## src/inc/pmic_int_pkg.sv

```systemverilog
// Constants for the hierarchical interrupt status block.
// Summary of operation
// Top bit7 follows state-machine error detail nonzero.
// Top bit6 follows severe error detail nonzero.
// Top bit5 follows moderate error detail nonzero.
// Top bit4 follows miscellaneous event detail nonzero.
// Top bit3 follows start-up event detail nonzero.
// Top bit2 follows pin event detail nonzero.
// Top bit1 follows voltage monitor detail nonzero.
// Top bit0 follows converter summary; read-only, resets zero.
// Converter summary bit1 follows phase34 flags nonzero.
// Converter summary bit0 follows phase12; rest reserved.
// Phase2 current limit latches, write one clears.
// Phase2 short circuit latches, write one clears.
// Phase2 under-voltage latches, write one clears.
// Phase2 over-voltage latches, write one clears.
// Phase1 current limit latches, write one clears.
// Phase1 short circuit latches, write one clears.
// Phase1 under-voltage latches, write one clears.
// Phase1 over-voltage latches; flags reset zero.
// Phase34 register uses same latched layout.
// Zero writes and summary writes change nothing.
// Host descends summaries and clears set flags.
package pmic_int_pkg;
  localparam logic [7:0] TOP_SUMMARY_ADDR   = 8'h5a;
  localparam logic [7:0] CONV_SUMMARY_ADDR  = 8'h5b;
  localparam logic [7:0] PHASE12_FLAGS_ADDR = 8'h5c;
  localparam logic [7:0] PHASE34_FLAGS_ADDR = 8'h5d;
  localparam logic [7:0] FLAGS_RESET        = 8'h00;
  localparam int         ILIM_BIT           = 3;
  localparam int         SHORT_BIT          = 2;
  localparam int         UV_BIT             = 1;
  localparam int         OV_BIT             = 0;
endpackage

```

## src/design/pmic_interrupt_hierarchy.sv

```systemverilog
// Hierarchical interrupt status registers with write-one-to-clear converter fault flags.
`timescale 1ns/1ps
module pmic_interrupt_hierarchy (
  input  wire logic       i_core_clk,
  input  wire logic       i_reset,
  input  wire logic       i_reg_wr,
  input  wire logic       i_reg_rd,
  input  wire logic [7:0] i_reg_addr,
  input  wire logic [7:0] i_reg_wdata,
  output logic      [7:0] o_reg_rdata,
  output logic            o_reg_rvalid,
  input  wire logic [3:0] i_phase_current_limit,
  input  wire logic [3:0] i_phase_short_below_run,
  input  wire logic [3:0] i_phase_short_no_rise,
  input  wire logic [3:0] i_phase_short_high_early,
  input  wire logic [3:0] i_phase_undervoltage,
  input  wire logic [3:0] i_phase_overvoltage,
  input  wire logic [7:0] i_state_machine_error_detail,
  input  wire logic [7:0] i_severe_error_detail,
  input  wire logic [7:0] i_moderate_error_detail,
  input  wire logic [7:0] i_misc_event_detail,
  input  wire logic [7:0] i_powerup_event_detail,
  input  wire logic [7:0] i_gpio_event_detail,
  input  wire logic [7:0] i_voltage_monitor_detail,
  output logic      [7:0] o_top_event_summary,
  output logic      [7:0] o_converter_group_summary
);
  import pmic_int_pkg::*;

  logic [7:0] phase12_events;
  logic [7:0] phase34_events;
  logic [7:0] phase12_clear;
  logic [7:0] phase34_clear;
  logic [7:0] phase12_fault_flags;
  logic [7:0] phase34_fault_flags;
  logic [7:0] phase12_fault_flags_nxt;
  logic [7:0] phase34_fault_flags_nxt;
  logic [7:0] conv_summary_nxt;
  logic [7:0] top_summary_nxt;
  logic       phase12_write;
  logic       phase34_write;

  // Builds the four fault events of one converter phase in register order.
  function automatic logic [3:0] phase_events(input logic [3:0] idx);
    logic [3:0] ev;
    ev = 4'h0;
    ev[ILIM_BIT]  = i_phase_current_limit[idx[1:0]];
    ev[SHORT_BIT] = i_phase_short_below_run[idx[1:0]] | i_phase_short_no_rise[idx[1:0]]
                  | i_phase_short_high_early[idx[1:0]];
    ev[UV_BIT]    = i_phase_undervoltage[idx[1:0]];
    ev[OV_BIT]    = i_phase_overvoltage[idx[1:0]];
    return ev;
  endfunction

  // Next value of one latched flag; a new event wins over a clear in the same cycle.
  function automatic logic w1c_next(input logic held, input logic event_in, input logic clear);
    return event_in | (held & ~clear);
  endfunction

  // Second phase of each pair sits in the upper nibble.
  assign phase12_events = {phase_events(4'h1), phase_events(4'h0)};
  assign phase34_events = {phase_events(4'h3), phase_events(4'h2)};

  // Only bits written as one clear; summary addresses never reach a flag.
  assign phase12_write = i_reg_wr && (i_reg_addr == PHASE12_FLAGS_ADDR);
  assign phase34_write = i_reg_wr && (i_reg_addr == PHASE34_FLAGS_ADDR);
  assign phase12_clear = phase12_write ? i_reg_wdata : 8'h00;
  assign phase34_clear = phase34_write ? i_reg_wdata : 8'h00;

  // Latched fault flags of the second phase, one process each.
  logic phase2_current_limit_flag_r;
  logic phase2_current_limit_flag_nxt;
  assign phase2_current_limit_flag_nxt = w1c_next(phase2_current_limit_flag_r,
                                                  phase12_events[7], phase12_clear[7]);
  always_ff @(posedge i_core_clk) begin
    if (i_reset) begin
      phase2_current_limit_flag_r <= FLAGS_RESET[7];
    end else begin
      phase2_current_limit_flag_r <= phase2_current_limit_flag_nxt;
    end
  end

  logic phase2_short_flag_r;
  logic phase2_short_flag_nxt;
  assign phase2_short_flag_nxt = w1c_next(phase2_short_flag_r,
                                          phase12_events[6], phase12_clear[6]);
  always_ff @(posedge i_core_clk) begin
    if (i_reset) begin
      phase2_short_flag_r <= FLAGS_RESET[6];
    end else begin
      phase2_short_flag_r <= phase2_short_flag_nxt;
    end
  end

  logic phase2_undervoltage_flag_r;
  logic phase2_undervoltage_flag_nxt;
  assign phase2_undervoltage_flag_nxt = w1c_next(phase2_undervoltage_flag_r,
                                                 phase12_events[5], phase12_clear[5]);
  always_ff @(posedge i_core_clk) begin
    if (i_reset) begin
      phase2_undervoltage_flag_r <= FLAGS_RESET[5];
    end else begin
      phase2_undervoltage_flag_r <= phase2_undervoltage_flag_nxt;
    end
  end

  logic phase2_overvoltage_flag_r;
  logic phase2_overvoltage_flag_nxt;
  assign phase2_overvoltage_flag_nxt = w1c_next(phase2_overvoltage_flag_r,
                                                phase12_events[4], phase12_clear[4]);
  always_ff @(posedge i_core_clk) begin
    if (i_reset) begin
      phase2_overvoltage_flag_r <= FLAGS_RESET[4];
    end else begin
      phase2_overvoltage_flag_r <= phase2_overvoltage_flag_nxt;
    end
  end

  // Latched fault flags of the first phase, one process each.
  logic phase1_current_limit_flag_r;
  logic phase1_current_limit_flag_nxt;
  assign phase1_current_limit_flag_nxt = w1c_next(phase1_current_limit_flag_r,
                                                  phase12_events[3], phase12_clear[3]);
  always_ff @(posedge i_core_clk) begin
    if (i_reset) begin
      phase1_current_limit_flag_r <= FLAGS_RESET[3];
    end else begin
      phase1_current_limit_flag_r <= phase1_current_limit_flag_nxt;
    end
  end

  logic phase1_short_flag_r;
  logic phase1_short_flag_nxt;
  assign phase1_short_flag_nxt = w1c_next(phase1_short_flag_r,
                                          phase12_events[2], phase12_clear[2]);
  always_ff @(posedge i_core_clk) begin
    if (i_reset) begin
      phase1_short_flag_r <= FLAGS_RESET[2];
    end else begin
      phase1_short_flag_r <= phase1_short_flag_nxt;
    end
  end

  logic phase1_undervoltage_flag_r;
  logic phase1_undervoltage_flag_nxt;
  assign phase1_undervoltage_flag_nxt = w1c_next(phase1_undervoltage_flag_r,
                                                 phase12_events[1], phase12_clear[1]);
  always_ff @(posedge i_core_clk) begin
    if (i_reset) begin
      phase1_undervoltage_flag_r <= FLAGS_RESET[1];
    end else begin
      phase1_undervoltage_flag_r <= phase1_undervoltage_flag_nxt;
    end
  end

  logic phase1_overvoltage_flag_r;
  logic phase1_overvoltage_flag_nxt;
  assign phase1_overvoltage_flag_nxt = w1c_next(phase1_overvoltage_flag_r,
                                                phase12_events[0], phase12_clear[0]);
  always_ff @(posedge i_core_clk) begin
    if (i_reset) begin
      phase1_overvoltage_flag_r <= FLAGS_RESET[0];
    end else begin
      phase1_overvoltage_flag_r <= phase1_overvoltage_flag_nxt;
    end
  end

  // Latched fault flags of the fourth phase, one process each.
  logic phase4_current_limit_flag_r;
  logic phase4_current_limit_flag_nxt;
  assign phase4_current_limit_flag_nxt = w1c_next(phase4_current_limit_flag_r,
                                                  phase34_events[7], phase34_clear[7]);
  always_ff @(posedge i_core_clk) begin
    if (i_reset) begin
      phase4_current_limit_flag_r <= FLAGS_RESET[7];
    end else begin
      phase4_current_limit_flag_r <= phase4_current_limit_flag_nxt;
    end
  end

  logic phase4_short_flag_r;
  logic phase4_short_flag_nxt;
  assign phase4_short_flag_nxt = w1c_next(phase4_short_flag_r,
                                          phase34_events[6], phase34_clear[6]);
  always_ff @(posedge i_core_clk) begin
    if (i_reset) begin
      phase4_short_flag_r <= FLAGS_RESET[6];
    end else begin
      phase4_short_flag_r <= phase4_short_flag_nxt;
    end
  end

  logic phase4_undervoltage_flag_r;
  logic phase4_undervoltage_flag_nxt;
  assign phase4_undervoltage_flag_nxt = w1c_next(phase4_undervoltage_flag_r,
                                                 phase34_events[5], phase34_clear[5]);
  always_ff @(posedge i_core_clk) begin
    if (i_reset) begin
      phase4_undervoltage_flag_r <= FLAGS_RESET[5];
    end else begin
      phase4_undervoltage_flag_r <= phase4_undervoltage_flag_nxt;
    end
  end

  logic phase4_overvoltage_flag_r;
  logic phase4_overvoltage_flag_nxt;
  assign phase4_overvoltage_flag_nxt = w1c_next(phase4_overvoltage_flag_r,
                                                phase34_events[4], phase34_clear[4]);
  always_ff @(posedge i_core_clk) begin
    if (i_reset) begin
      phase4_overvoltage_flag_r <= FLAGS_RESET[4];
    end else begin
      phase4_overvoltage_flag_r <= phase4_overvoltage_flag_nxt;
    end
  end

  // Latched fault flags of the third phase, one process each.
  logic phase3_current_limit_flag_r;
  logic phase3_current_limit_flag_nxt;
  assign phase3_current_limit_flag_nxt = w1c_next(phase3_current_limit_flag_r,
                                                  phase34_events[3], phase34_clear[3]);
  always_ff @(posedge i_core_clk) begin
    if (i_reset) begin
      phase3_current_limit_flag_r <= FLAGS_RESET[3];
    end else begin
      phase3_current_limit_flag_r <= phase3_current_limit_flag_nxt;
    end
  end

  logic phase3_short_flag_r;
  logic phase3_short_flag_nxt;
  assign phase3_short_flag_nxt = w1c_next(phase3_short_flag_r,
                                          phase34_events[2], phase34_clear[2]);
  always_ff @(posedge i_core_clk) begin
    if (i_reset) begin
      phase3_short_flag_r <= FLAGS_RESET[2];
    end else begin
      phase3_short_flag_r <= phase3_short_flag_nxt;
    end
  end

  logic phase3_undervoltage_flag_r;
  logic phase3_undervoltage_flag_nxt;
  assign phase3_undervoltage_flag_nxt = w1c_next(phase3_undervoltage_flag_r,
                                                 phase34_events[1], phase34_clear[1]);
  always_ff @(posedge i_core_clk) begin
    if (i_reset) begin
      phase3_undervoltage_flag_r <= FLAGS_RESET[1];
    end else begin
      phase3_undervoltage_flag_r <= phase3_undervoltage_flag_nxt;
    end
  end

  logic phase3_overvoltage_flag_r;
  logic phase3_overvoltage_flag_nxt;
  assign phase3_overvoltage_flag_nxt = w1c_next(phase3_overvoltage_flag_r,
                                                phase34_events[0], phase34_clear[0]);
  always_ff @(posedge i_core_clk) begin
    if (i_reset) begin
      phase3_overvoltage_flag_r <= FLAGS_RESET[0];
    end else begin
      phase3_overvoltage_flag_r <= phase3_overvoltage_flag_nxt;
    end
  end

  // Register images of the two fault groups, second phase of a pair in the upper nibble.
  assign phase12_fault_flags = {
    phase2_current_limit_flag_r, phase2_short_flag_r,
    phase2_undervoltage_flag_r, phase2_overvoltage_flag_r,
    phase1_current_limit_flag_r, phase1_short_flag_r,
    phase1_undervoltage_flag_r, phase1_overvoltage_flag_r
  };

  assign phase34_fault_flags = {
    phase4_current_limit_flag_r, phase4_short_flag_r,
    phase4_undervoltage_flag_r, phase4_overvoltage_flag_r,
    phase3_current_limit_flag_r, phase3_short_flag_r,
    phase3_undervoltage_flag_r, phase3_overvoltage_flag_r
  };

  // Next-state images feed the summaries so that they track the flags in the same cycle.
  assign phase12_fault_flags_nxt = {
    phase2_current_limit_flag_nxt, phase2_short_flag_nxt,
    phase2_undervoltage_flag_nxt, phase2_overvoltage_flag_nxt,
    phase1_current_limit_flag_nxt, phase1_short_flag_nxt,
    phase1_undervoltage_flag_nxt, phase1_overvoltage_flag_nxt
  };

  assign phase34_fault_flags_nxt = {
    phase4_current_limit_flag_nxt, phase4_short_flag_nxt,
    phase4_undervoltage_flag_nxt, phase4_overvoltage_flag_nxt,
    phase3_current_limit_flag_nxt, phase3_short_flag_nxt,
    phase3_undervoltage_flag_nxt, phase3_overvoltage_flag_nxt
  };

  assign conv_summary_nxt = {
    6'h00,
    |phase34_fault_flags_nxt,
    |phase12_fault_flags_nxt
  };

  assign top_summary_nxt = {
    |i_state_machine_error_detail,
    |i_severe_error_detail,
    |i_moderate_error_detail,
    |i_misc_event_detail,
    |i_powerup_event_detail,
    |i_gpio_event_detail,
    |i_voltage_monitor_detail,
    |conv_summary_nxt
  };

  // Converter summary register.
  always_ff @(posedge i_core_clk) begin
    if (i_reset) begin
      o_converter_group_summary <= FLAGS_RESET;
    end else begin
      o_converter_group_summary <= conv_summary_nxt;
    end
  end

  // Top summary register.
  always_ff @(posedge i_core_clk) begin
    if (i_reset) begin
      o_top_event_summary <= FLAGS_RESET;
    end else begin
      o_top_event_summary <= top_summary_nxt;
    end
  end

  // Read data returns one cycle after the read strobe; unmapped reads give zero.
  always_ff @(posedge i_core_clk) begin
    if (i_reset) begin
      o_reg_rdata  <= 8'h00;
      o_reg_rvalid <= 1'b0;
    end else begin
      o_reg_rvalid <= i_reg_rd;
      if (i_reg_rd) begin
        unique case (i_reg_addr)
          TOP_SUMMARY_ADDR:   o_reg_rdata <= o_top_event_summary;
          CONV_SUMMARY_ADDR:  o_reg_rdata <= o_converter_group_summary;
          PHASE12_FLAGS_ADDR: o_reg_rdata <= phase12_fault_flags;
          PHASE34_FLAGS_ADDR: o_reg_rdata <= phase34_fault_flags;
          default:            o_reg_rdata <= 8'h00;
        endcase
      end
    end
  end
endmodule

```

## config.mk

```make
export PLATFORM = sky130hd
export DESIGN_NAME = pmic_interrupt_hierarchy
export DESIGN_NICKNAME = d
export VERILOG_FILES = /design/src/inc/pmic_int_pkg.sv /design/src/design/pmic_interrupt_hierarchy.sv
export SDC_FILE = /design/constraint.sdc
export NUM_CORES = 1
export LEC_CHECK = 0
export BUFFER_PORTS_ARGS = -buffer_cell sky130_fd_sc_hd__buf_2
export CORE_MARGIN = 4
export CORE_UTILIZATION = 25
export CTS_BUF_LIST = sky130_fd_sc_hd__clkbuf_8 sky130_fd_sc_hd__clkbuf_16
export DETAILED_ROUTE_END_ITERATION = 8
export HOLD_SLACK_MARGIN = 0.12
export REMOVE_ABC_BUFFERS = 1
export SLEW_MARGIN = 20
export SYNTH_ARGS = -nofsm -noshare
export SYNTH_HDL_FRONTEND = slang
export SYNTH_SLANG_ARGS = --single-unit
```

## constraint.sdc

```tcl
create_clock -name i_core_clk -period 2.2 [get_ports i_core_clk]
set_input_delay 0.33 -clock i_core_clk [delete_from_list [all_inputs] [get_ports i_core_clk]]
set_output_delay 0.33 -clock i_core_clk [all_outputs]
set_load 0.05 [all_outputs]
```

# Word-level counts from Yosys, hierarchy flattened
# Cells that the tools add are included.
# totals
ff_bits,41
latch_bits,0
ram_bits,0
mem_bits_ro,0
in_bits,100
out_inout_bits,25
wordCells,96
memories,0
# classes
add_sub_neg,0
multipliers,0
div,0
magnitude_cmp,0
n_eq_ne,4
n_shift,0
n_mux,3
n_bitwise,56
n_reduce_logical,12
# ops
operator,count
8-bit OR reduction,9
"8-bit by 7-bit == test with 1-bit output, second input constant",4
8-bit case mux with 4 select lines,1
1-bit OR,24
1-bit AND,16
8-bit 2-to-1 mux,2
1-bit inverter,16
16-bit OR reduction,1
1-bit logical AND,2

# Logic depth before layout (Yosys ltp)
# Gate-level depths: netlist of run 1.
# logic_depth
ltp_word,7
ltp_mapped,7
mapped_depth_nobuf,5

# Worst setup path before layout of run 1
# Ideal clock, no wire load.
# synth_timing
path_kind,input to register
startpoint,input i_reg_addr[7]
endpoint,register o_top_event_summary[0]
setup_time_ns,0.132
arrival_ns,1.568
required_ns,2.068
slack_ns,0.500
cell_stages,6
n_path_buf,1
path_cell_list,nand4bb_1 buf_6 o41ai_1 nand4_1 nor4_2 a21oi_1
# synth_between
elab_chain_cells,7
# synth_rtl
item,line_no,text
from (decl),pmic_interrupt_hierarchy.sv:8,"input wire logic [7:0] i_reg_addr,"
"8-bit by 7-bit == test with 1-bit output, on equally long branches","pmic_interrupt_hierarchy.sv:65, pmic_interrupt_hierarchy.sv:66",
"1-bit logical AND, on equally long branches","pmic_interrupt_hierarchy.sv:65, pmic_interrupt_hierarchy.sv:66",
"8-bit 2-to-1 mux, on equally long branches","pmic_interrupt_hierarchy.sv:67, pmic_interrupt_hierarchy.sv:68",
1-bit inverter,pmic_interrupt_hierarchy.sv:57,return event_in | (held & ~clear);
1-bit AND,pmic_interrupt_hierarchy.sv:57,
1-bit OR,pmic_interrupt_hierarchy.sv:57,
16-bit OR reduction (*),pmic_interrupt_hierarchy.sv:310,|conv_summary_nxt
to (signal assigned),pmic_interrupt_hierarchy.sv:327,o_top_event_summary <= top_summary_nxt;
to (decl),pmic_interrupt_hierarchy.sv:25,"output logic [7:0] o_top_event_summary,"
# Every way passes the cells marked *; elsewhere a longest branch is shown, timed or not.
# A chain may end at the register's enable or synchronous reset.

# Final worst setup path of run 1
# layout_timing
startpoint,input i_reg_addr[5]
endpoint,register o_top_event_summary[0]
# The elaborated chain is that of the path after synthesis.

==> key figures, run 1 <==
Yosys
  – Area leader, netlist: dfxtp_1
  – Gate Count Post-Synth: between 150 and 200
  – Share of flip-flops with an asynchronous set or reset: 0
  – Number of synthesized flops with an enable pin: 0
  – Area share of the largest cell type after synthesis: 0.412
  – Post-synth top flop: dfxtp_1
  – Post-synth cell types: 37
  – Syn_area_per_cell: ~9 sq um
  – Synth warnings: 0
  – Mapped Area: approximately 1700 sq um
  – Post-synthesis register bit count: 35
  – Synth area leaders: dfxtp_1 41%, nor4_1 5.5%, a21oi_1 5.3%
  – Sequential-to-total area share from yosys stat: 0.412

Final layout
  – Share of cells above drive strength 1: 0.443
  – Antenna diodes: 0
  – Most frequent cells in the layout: 118 x buf_2, 35 x dfxtp_1, 20 x nor2_1
  – Most common cell after layout, fill and taps aside: buf_2
  – Nets: about 410
  – Multi-input combinational cell area: between 800 and 900 sq um
  – Top flop regs: o_reg_rdata x8, o_top_event_summary x8, o_converter_group_summary x2
  – Register area: roughly 700 sq um
  – Final instance area: approximately 2400 sq um
  – Area Growth Syn to Fin: 43.4%
  – Fill count: approximately 700

Route
  – Antenna-violating nets left: 0
  – DRC Markers: 0
  – First DRT Iteration DRCs: 71
  – Number of detailed-route iterations in the first pass: 4
  – Total number of vias: between 1500 and 2000
  – Avg WL per Cell: between 15 and 20 microns
  – Total Routed Length: 5890 microns
  – DR vias/cell: approximately 5

CTS
  – CTS tree: yes
  – Maximum clock path buffer count: 2
  – # hold bufs at CTS: 0
  – Post-CTS setup buffers: 0
  – Inserted Clock Buffers: 5
  – Root buf cell: clkbuf_8
  – H-tree depth: 2
  – Post_cts resized: 0
  – # clock sinks: 35
  – Clock latency at the later pin of the worst-skew pair: about 280 ps
  – Worst-path clk slew: approximately 70 ps

STA
  – Slew Viols, Final: 0
  – Fmax: between 500 and 600 MHz
  – RSZ-0062 raised after global routing: no
  – Max-slew headroom: 0.543
  – Final setup viols: 0
  – Crit path time final: about 1700 ps
  – Final Cycle Share: 0.793
  – Worst Max-Slew Pin Slew: approximately 680 ps
  – Min Hold Slack: around 290 ps
  – Clock skew: slightly below 4 ps
  – Post-Route Setup TNS: 0 ps
  – Final Hold Viols: 0

Setup path
  – Worst Path Max Fanout: 10
  – CP bufs+invs: 1
  – CP required: about 2300 ps
  – Critical-path top delay cell: o41ai_1
  – Arrival time at the worst endpoint: between 1500 and 2000 ps
  – CP Launch Type: input port
  – CP Class: input port to flip-flop
  – CP peak stage delay: ~500 ps
  – CP cell instances: buf_2, nand3b_2, o41ai_1, nand4_1, nor4_2, a21oi_1
  – Crit. End Element: flip-flop
  – CP top delay family: simple AND/OR/NAND/NOR gates

Power and ir drop
  – Cell Pwr Density: around 600 nW/um^2
  – Tot Pwr: 1.46 mW
  – Pleak: around 1.1 nW
  – Peak VDD IR: about 230 uV

Die
  – Boundary pin count: between 100 and 150
  – Chip Height: roughly 90 microns
  – Die area: slightly above 8000 sq um
  – Die width: roughly 90 microns
  – FP Rows: 29
  – Core ar.: between 6000 and 7000 sq um
  – Initial Util: 0.263

Global routing
  – Total track usage: 0.141
  – First-pass GRT wire length: between 9000 and 10000 microns
  – Initial antenna violation count: 0
  – Total grt overflow: 0
  – Largest net degree at the start of global routing: 36
  – Vias in the first global route: a little under 2000

Run status
  – Status: finished, final reports clean

Placed design
  – Post-DP Area: 2340 sq um
  – Placer Congestion: about 0.81
  – Placed wire-length estimate: between 4000 and 5000 microns
  – Port Buffer Count: 118

Run
  – MaxCap Viol Count: 0

Worst hold path
  – Type of the tightest min-delay check: input port to flip-flop
## final cells by class
class                   count  share of cell area
flip-flops and latches     35               0.288
well taps                  77              0.0395
inverters                   7              0.0108
repair buffers            122               0.255
multi-input cells         135               0.366
clock buffers               7              0.0395
clock inverters             1             0.00154
## synth_stat cells (all sizes together) (3+ instances only)
library cell	number
o41ai	8
nand4	4
a222oi	6
clkbuf	6
a41oi	6
nor4	16
nor2b	6
dfxtp	35
buf	11
nor2	20
nor3	3
a2bb2oi	6
a21oi	18
nand2	10
inv	6
and3b	7
## worst paths after layout
check / slack [ps] / end / cells after the start / from
worst min-delay path: 290 / o_top_event_summary[3] / 3 / i_powerup_event_detail[6]
worst min register to register: 460 / o_reg_rdata[0] / 2 / o_reg_rdata[0]
worst max-delay path: 460 / o_top_event_summary[0] / 6 / i_reg_addr[5]
worst max register to register: 900 / o_top_event_summary[0] / 5 / phase4_undervoltage_flag_r
## kinds of logic (layout without fill, tap and decap cells)
kind of cell | count (synthesis) | after routing | synth area share
buf+inv | 24 | 137 | 0.0736
compound gates | 53 | 53 | 0.243
simple gates | 76 | 76 | 0.269
flops | 35 | 35 | 0.412
other cells | 1 | 6 | 0.00221
## report_power, final
part           internal, mW  leakage (nW)  switching [mW]
combinational         0.106         0.783           0.157
sequential            0.665         0.292          0.0181
clock                 0.281        0.0557           0.228
total                  1.05          1.13           0.403
## per-layer routing
metal	part of all wire	vias to the layer above	track usage	wire [microns]
met5	0	-	0	0
met4	0.0070	0	0.0306	41
met3	0.088	4	0.0408	518
met2	0.49	86	0.255	2870
met1	0.42	872	0.164	2460
li1	-	953	-	-
## through the flow
stage | cells | setup slack (ps) | utilization
finish | 384 | 455 | 0.377
CTS | 384 | 495 | 0.377
global route | 384 | 343 | 0.377
detailed placement | 376 | 186 | 0.362
floorplan | 177 | 364 | -
global placement | 376 | 226 | 0.362
## worst min-delay path, delay by kind of cell
kind            cells  cell delay, ps
compound gates      1             100
simple gates        1              30
buf+inv             1              80
(Power assumes the default switching activity.)
==> run 2, diff against run 1 <==
==> constraint.sdc (replaced) <==
create_clock -name i_core_clk -period 1.4 [get_ports i_core_clk]
set_input_delay 0.21 -clock i_core_clk [delete_from_list [all_inputs] [get_ports i_core_clk]]
set_output_delay 0.21 -clock i_core_clk [all_outputs]
set_load 0.05 [all_outputs]
==> run 2 against run 1 <==
Net effect:
- the run now ends with negative setup slack left
- worst hold slack got worse by 140 ps
- sequential power rose by 58%
- sequential cell count did not move
- via count rose by 9.2%
- global-route usage rose by 1.8 points
- clock skew rose by 1.7 ps
- non-clock buffer count rose by 27
- critical path depth did not move
- count of clock-buffer cells in the layout did not move
- utilization rose by 6.6 points
- largest power group unchanged
==> key figures, run 2 (same netlist as run 1, synthesis figures left out) <==
Final layout
  – Most common cell after layout, fill and taps aside: buf_2
  – Fill count: roughly 640
  – Most frequent cells in the layout: 114 x buf_2, 35 x dfxtp_1, 27 x buf_4
  – Nets: 433
  – Top flop regs: o_reg_rdata x8, o_top_event_summary x8, o_converter_group_summary x2
  – Area Growth Syn to Fin: 68.3%
  – Antenna diodes: 0
  – Share of cells above drive strength 1: 0.521
  – Final instance area: 2860 sq um
  – Post-layout util: 0.443

Die
  – Die area: just over 8000 sq um
  – Die width: about 90 microns
  – Core ar.: approximately 6500 sq um
  – Boundary pin count: ~130
  – FP Rows: 29
  – Initial Util: 0.263
  – Chip Height: ~90 microns

CTS
  – CTS tree: yes
  – # clock sinks: 35
  – Inserted Clock Buffers: 5
  – Worst-path clk slew: 70 ps
  – # hold bufs at CTS: 0
  – H-tree depth: 2
  – Root buf cell: clkbuf_8
  – Maximum clock path buffer count: 2
  – Clock latency at the later pin of the worst-skew pair: between 200 and 300 ps

Placed design
  – Placer Congestion: about 0.81
  – Port Buffer Count: between 100 and 150
  – Placed wire-length estimate: ~4900 microns
  – Post-DP Area: around 2500 sq um

Run status
  – Violated checks: negative setup slack
  – Status: finished, violations left

Power and ir drop
  – Pleak: ~1.4 nW
  – Tot Pwr: 2.42 mW
  – Peak VDD IR: between 300 and 400 uV
  – Cell Pwr Density: 846 nW/um^2

Route
  – First DRT Iteration DRCs: between 100 and 150
  – Number of detailed-route iterations in the first pass: 4
  – DRC Markers: 0
  – DR vias/cell: a little over 5
  – Avg WL per Cell: approximately 16 microns
  – Total number of vias: 2091
  – Antenna-violating nets left: 0
  – Total Routed Length: about 6400 microns

Setup path
  – Levels on crit path: 6
  – CP bufs+invs: 1
  – CP required: approximately 1600 ps
  – Crit. End Element: flip-flop
  – Worst setup path start: i_reg_addr[7]
  – Reg-to-reg setup timing slack: approximately 40 ps
  – Worst Path Max Fanout: 7
  – RR Startpoint: phase4_overvoltage_flag_r
  – Reg2Reg Capture Point: o_top_event_summary[0]
  – CP endpoint: o_top_event_summary[0]
  – Critical-path top delay cell: and4bb_4
  – Arrival time at the worst endpoint: around 1600 ps
  – CP cell instances: buf_6, and4bb_4, a41oi_1, nor4_2, and4_1, a21oi_1
  – Register-to-Register Path Depth: 5
  – CP Launch Type: input port
  – CP Class: input port to flip-flop
  – CP peak stage delay: 370 ps
  – CP top delay family: simple AND/OR/NAND/NOR gates

STA
  – Crit path time final: ~1400 ps
  – Slew Viols, Final: 0
  – Min Hold Slack: approximately 160 ps
  – Final Hold Viols: 0
  – Final Cycle Share: 1.00
  – Clock skew: roughly 5.5 ps
  – Final setup viols: 1
  – Final worst slack: -0.929 ps
  – RSZ-0062 raised after global routing: yes
  – Fmax: 714 MHz

Global routing
  – Vias in the first global route: between 2000 and 2500
  – Largest net degree at the start of global routing: 19
  – Total track usage: 0.159
  – Initial antenna violation count: 0
  – Total grt overflow: 0
  – First-pass GRT wire length: 10500 microns

Worst hold path
  – Type of the tightest min-delay check: input port to flip-flop

Run
  – MaxCap Viol Count: 0
==> run 2: changes by cell type in the layout (fill, tap and decap cells not counted), moves of 2 or more <==
cell      change
clkbuf_4      +2
o41ai_1       -6
o41ai_4       +8
buf_4        +23
o41ai_2       -2
buf_2         -4
buf_6         +4
==> run 2: final cells by class <==
class	count	area [sq um]	share of cell area
inverter	7	26.3	0.00919
tap	77	96.3	0.0337
multi-input combinational	135	1070	0.374
clock inverter	1	3.75	0.00131
sequential	35	701	0.245
timing repair buffer	149	868	0.304
clock buffer	7	96.3	0.0337
==> run 2: worst min-delay path by stage <==
| stage | depth (start not counted) | endpoint | slack (ps) | start |
|---|---|---|---|---|
| 4_1_cts | 3 | o_top_event_summary[5] | 160 | i_moderate_error_detail[6] |
| 3_5_place_dp | 2 | o_reg_rdata[0] | 460 | o_reg_rdata[0] |
| 2_1_floorplan | 1 | o_reg_rvalid | 280 | i_reset |
| 6_report | 3 | o_top_event_summary[5] | 160 | i_moderate_error_detail[6] |
| 5_1_grt | 3 | o_top_event_summary[5] | 170 | i_moderate_error_detail[6] |
| 3_3_place_gp | 2 | o_reg_rdata[0] | 440 | o_reg_rdata[0] |
==> run 2: repair_timing <==
| item | in CTS | in global routing |
|---|---|---|
| setup buffers | 2 | 1 |
| pin swaps | 13 | 16 |
| gates cloned | 1 | 0 |
| gates resized for setup | 18 | 14 |
| setup endpoints to repair | 5 | 11 |
==> run 2: worst reg2reg max path, stage by stage, from the launching register on <==
cell and delay [ps]:
dfxtp_1 320, nor2_1 130, a41oi_1 90, nor4_2 360
and4_1 270, a21oi_1 80
==> run 2: power breakdown <==
part | internal [mW] | switching (mW) | total (mW) | leakage (nW)
Combinational | 0.237 | 0.284 | 0.521 | 1.02
Clock | 0.442 | 0.377 | 0.819 | 0.0557
Sequential | 1.05 | 0.0356 | 1.08 | 0.292
==> run 2: metal layers <==
| metal | routed length, microns | GRT usage |
|---|---|---|
| met2 | 3250 | 0.296 |
| met5 | 0 | 0 |
| met4 | 67 | 0.0383 |
| met1 | 2580 | 0.176 |
| met3 | 517 | 0.0458 |
==> run 2: metrics by stage <==
step	setup WS, ps	cells	setup TNS [ps]
global route	-85.9	411	-259
detailed placement	-473	399	-4270
floorplan	-316	177	-1110
CTS	10.8	410	0
finish	-0.929	411	-0.929
global placement	-424	399	-3830
==> run 3, diff against run 2 <==
--- a/config.mk
+++ b/config.mk
@@ -7,10 +7,11 @@
 export LEC_CHECK = 0
 export BUFFER_PORTS_ARGS = -buffer_cell sky130_fd_sc_hd__buf_2
 export CORE_MARGIN = 4
-export CORE_UTILIZATION = 25
+export CORE_UTILIZATION = 36
 export CTS_BUF_LIST = sky130_fd_sc_hd__clkbuf_8 sky130_fd_sc_hd__clkbuf_16
 export DETAILED_ROUTE_END_ITERATION = 8
 export HOLD_SLACK_MARGIN = 0.12
+export PLACE_DENSITY = 0.76
 export REMOVE_ABC_BUFFERS = 1
 export SLEW_MARGIN = 20
 export SYNTH_ARGS = -nofsm -noshare
==> run 3 against run 2 <==
Net effect:
- the run still ends with negative setup slack left
- via count decreased by 1.2%
- combinational power about the same
- non-clock buffer count is 2 lower
- worst hold slack better by 11 ps
- first-iteration DRC count up 25%
- clock skew about the same
- maximum frequency decreased by 2.0%
- cell area decreased by 1.4%
- utilization grew 19 points
- sequential cell count unchanged
- critical path type unchanged
- largest power group unchanged
==> key figures, run 3 (same netlist as run 1, synthesis figures left out) <==
Run status
  – Status: finished, violations left
  – Violated checks: negative setup slack

Setup path
  – Levels on crit path: 8
  – CP cell instances: buf_6, nand4bb_4, buf_6, buf_4, o41ai_4, nand4_1, nor4_2, a21oi_1
  – RR Startpoint: phase4_undervoltage_flag_r
  – CP bufs+invs: 3
  – CP peak stage delay: ~250 ps
  – CP top delay family: simple AND/OR/NAND/NOR gates
  – CP endpoint: o_top_event_summary[0]
  – Reg2Reg Capture Point: o_top_event_summary[0]
  – CP Launch Type: input port
  – Critical-path top delay cell: nand4bb_4
  – Crit. End Element: flip-flop
  – Register-to-Register Path Depth: 5
  – CP required: between 1500 and 2000 ps
  – Worst setup path start: i_reg_addr[1]
  – CP dominant cell by count: buf_6
  – Worst Path Max Fanout: 4
  – CP Class: input port to flip-flop
  – Arrival time at the worst endpoint: between 1500 and 2000 ps
  – Reg-to-reg setup timing slack: ~80 ps

Route
  – DRC Markers: 0
  – Total number of vias: around 2100
  – Number of detailed-route iterations in the first pass: 5
  – Avg WL per Cell: roughly 16 microns
  – Antenna-violating nets left: 0
  – Total Routed Length: approximately 6000 microns
  – DR vias/cell: around 5.4
  – First DRT Iteration DRCs: around 140

Placed design
  – Port Buffer Count: 118
  – Placer Congestion: 0.905
  – Placed wire-length estimate: approximately 4500 microns
  – Post-DP Area: ~2500 sq um

Final layout
  – Most frequent cells in the layout: 114 x buf_2, 35 x dfxtp_1, 22 x buf_4
  – Area Growth Syn to Fin: 66.1%
  – Most common cell after layout, fill and taps aside: buf_2
  – Nets: 431
  – Antenna diodes: 0
  – Post-layout util: 0.631
  – Share of cells above drive strength 1: 0.515
  – Top flop regs: o_reg_rdata x8, o_top_event_summary x8, o_converter_group_summary x2
  – Final instance area: around 2800 sq um

Power and ir drop
  – Cell Pwr Density: around 800 nW/um^2
  – Tot Pwr: ~2.3 mW
  – Peak VDD IR: between 400 and 500 uV
  – Pleak: 1.36 nW

Run
  – MaxCap Viol Count: 0

Global routing
  – Busiest layer in global routing: met2
  – Grt met2 use: 0.316
  – First-pass GRT wire length: roughly 9100 microns
  – Initial antenna violation count: 0
  – GR Layer Usage met3: 0.0574
  – Total track usage: 0.192
  – Largest net degree at the start of global routing: 19
  – Total grt overflow: 0
  – Met1 usage: 0.231
  – Vias in the first global route: roughly 2000

CTS
  – Worst-path clk slew: 70 ps
  – # clock sinks: 35
  – Maximum clock path buffer count: 2
  – Clock latency at the later pin of the worst-skew pair: slightly below 300 ps
  – CTS tree: yes
  – H-tree depth: 2
  – Inserted Clock Buffers: 5
  – # hold bufs at CTS: 0
  – Root buf cell: clkbuf_8

Die
  – Core ar.: 4470 sq um
  – Boundary pin count: 125
  – Die width: about 77 microns
  – Die area: a little under 6000 sq um
  – Initial Util: 0.380
  – FP Rows: 24
  – Chip Height: about 77 microns

STA
  – RSZ-0062 raised after global routing: yes
  – Crit path time final: roughly 1400 ps
  – Clock skew: roughly 5.2 ps
  – Fmax: 699 MHz
  – Final Cycle Share: 1.02
  – Final Hold Viols: 0
  – Final setup viols: 2
  – Slew Viols, Final: 0
  – Final worst slack: -30.1 ps

Worst hold path
  – Type of the tightest min-delay check: input port to flip-flop
-- run 3: stage by stage --
step | worst slack, ps | TNS (ps) | hold WS (ps) | cells
floorplan | -316 | -1110 | 277 | 177
global placement | -382 | -2980 | 440 | 369
detailed placement | -489 | -3720 | 449 | 369
CTS | -19.2 | -19.2 | 162 | 379
global route | -145 | -359 | 173 | 382
finish | -30.1 | -58.6 | 166 | 382
-- run 3: tightest hold or removal path, delay by kind of cell --
family	cells	cell delay, ps
AOI/OAI and AO/OA	1	100
buffers and inverters	1	80
and+or+nand+nor	1	30
-- run 3: area by class of cell --
class / count / area (sq um)
Timing Repair Buffer: 147 / 872
Tap cell: 52 / 65.1
Multi-Input combinational cell: 135 / 1080
Fill cell: 366 / 1650
Inverter: 7 / 26.3
Clock buffer: 5 / 68.8
Clock inverter: 1 / 3.75
Sequential cell: 35 / 701
-- run 3: worst min path at each step --
stage                     depth (start not counted)                         from                      to
after CTS                                         3       i_misc_event_detail[6]  o_top_event_summary[4]
after floorplan                                   1                      i_reset            o_reg_rvalid
after global placement                            2               o_reg_rdata[0]          o_reg_rdata[0]
after global routing                              3       i_misc_event_detail[6]  o_top_event_summary[4]
final                                             3  i_voltage_monitor_detail[6]  o_top_event_summary[1]
after detailed placement                          2               o_reg_rdata[0]          o_reg_rdata[0]
-- run 3: what timing repair did --
action	CTS	global route
setup endpoints to repair	4	3
cloned	1	0
pin swaps	12	11
setup buffers	3	3
resized for setup	17	20
-- run 3: layer usage --
layer  wire length, microns  vias to the layer above  part of all wire
li1                       -                     1007                 -
met1                   2290                      936              0.38
met2                   3100                      111              0.51
met3                    574                       12             0.094
met4                    121                        0             0.020
met5                      0                        -                 0
-- run 3: report_power, final --
part / switching, mW / internal [mW]
Sequential: 0.0369 / 1.05
Combinational: 0.285 / 0.235
Clock: 0.335 / 0.324
Total: 0.657 / 1.60
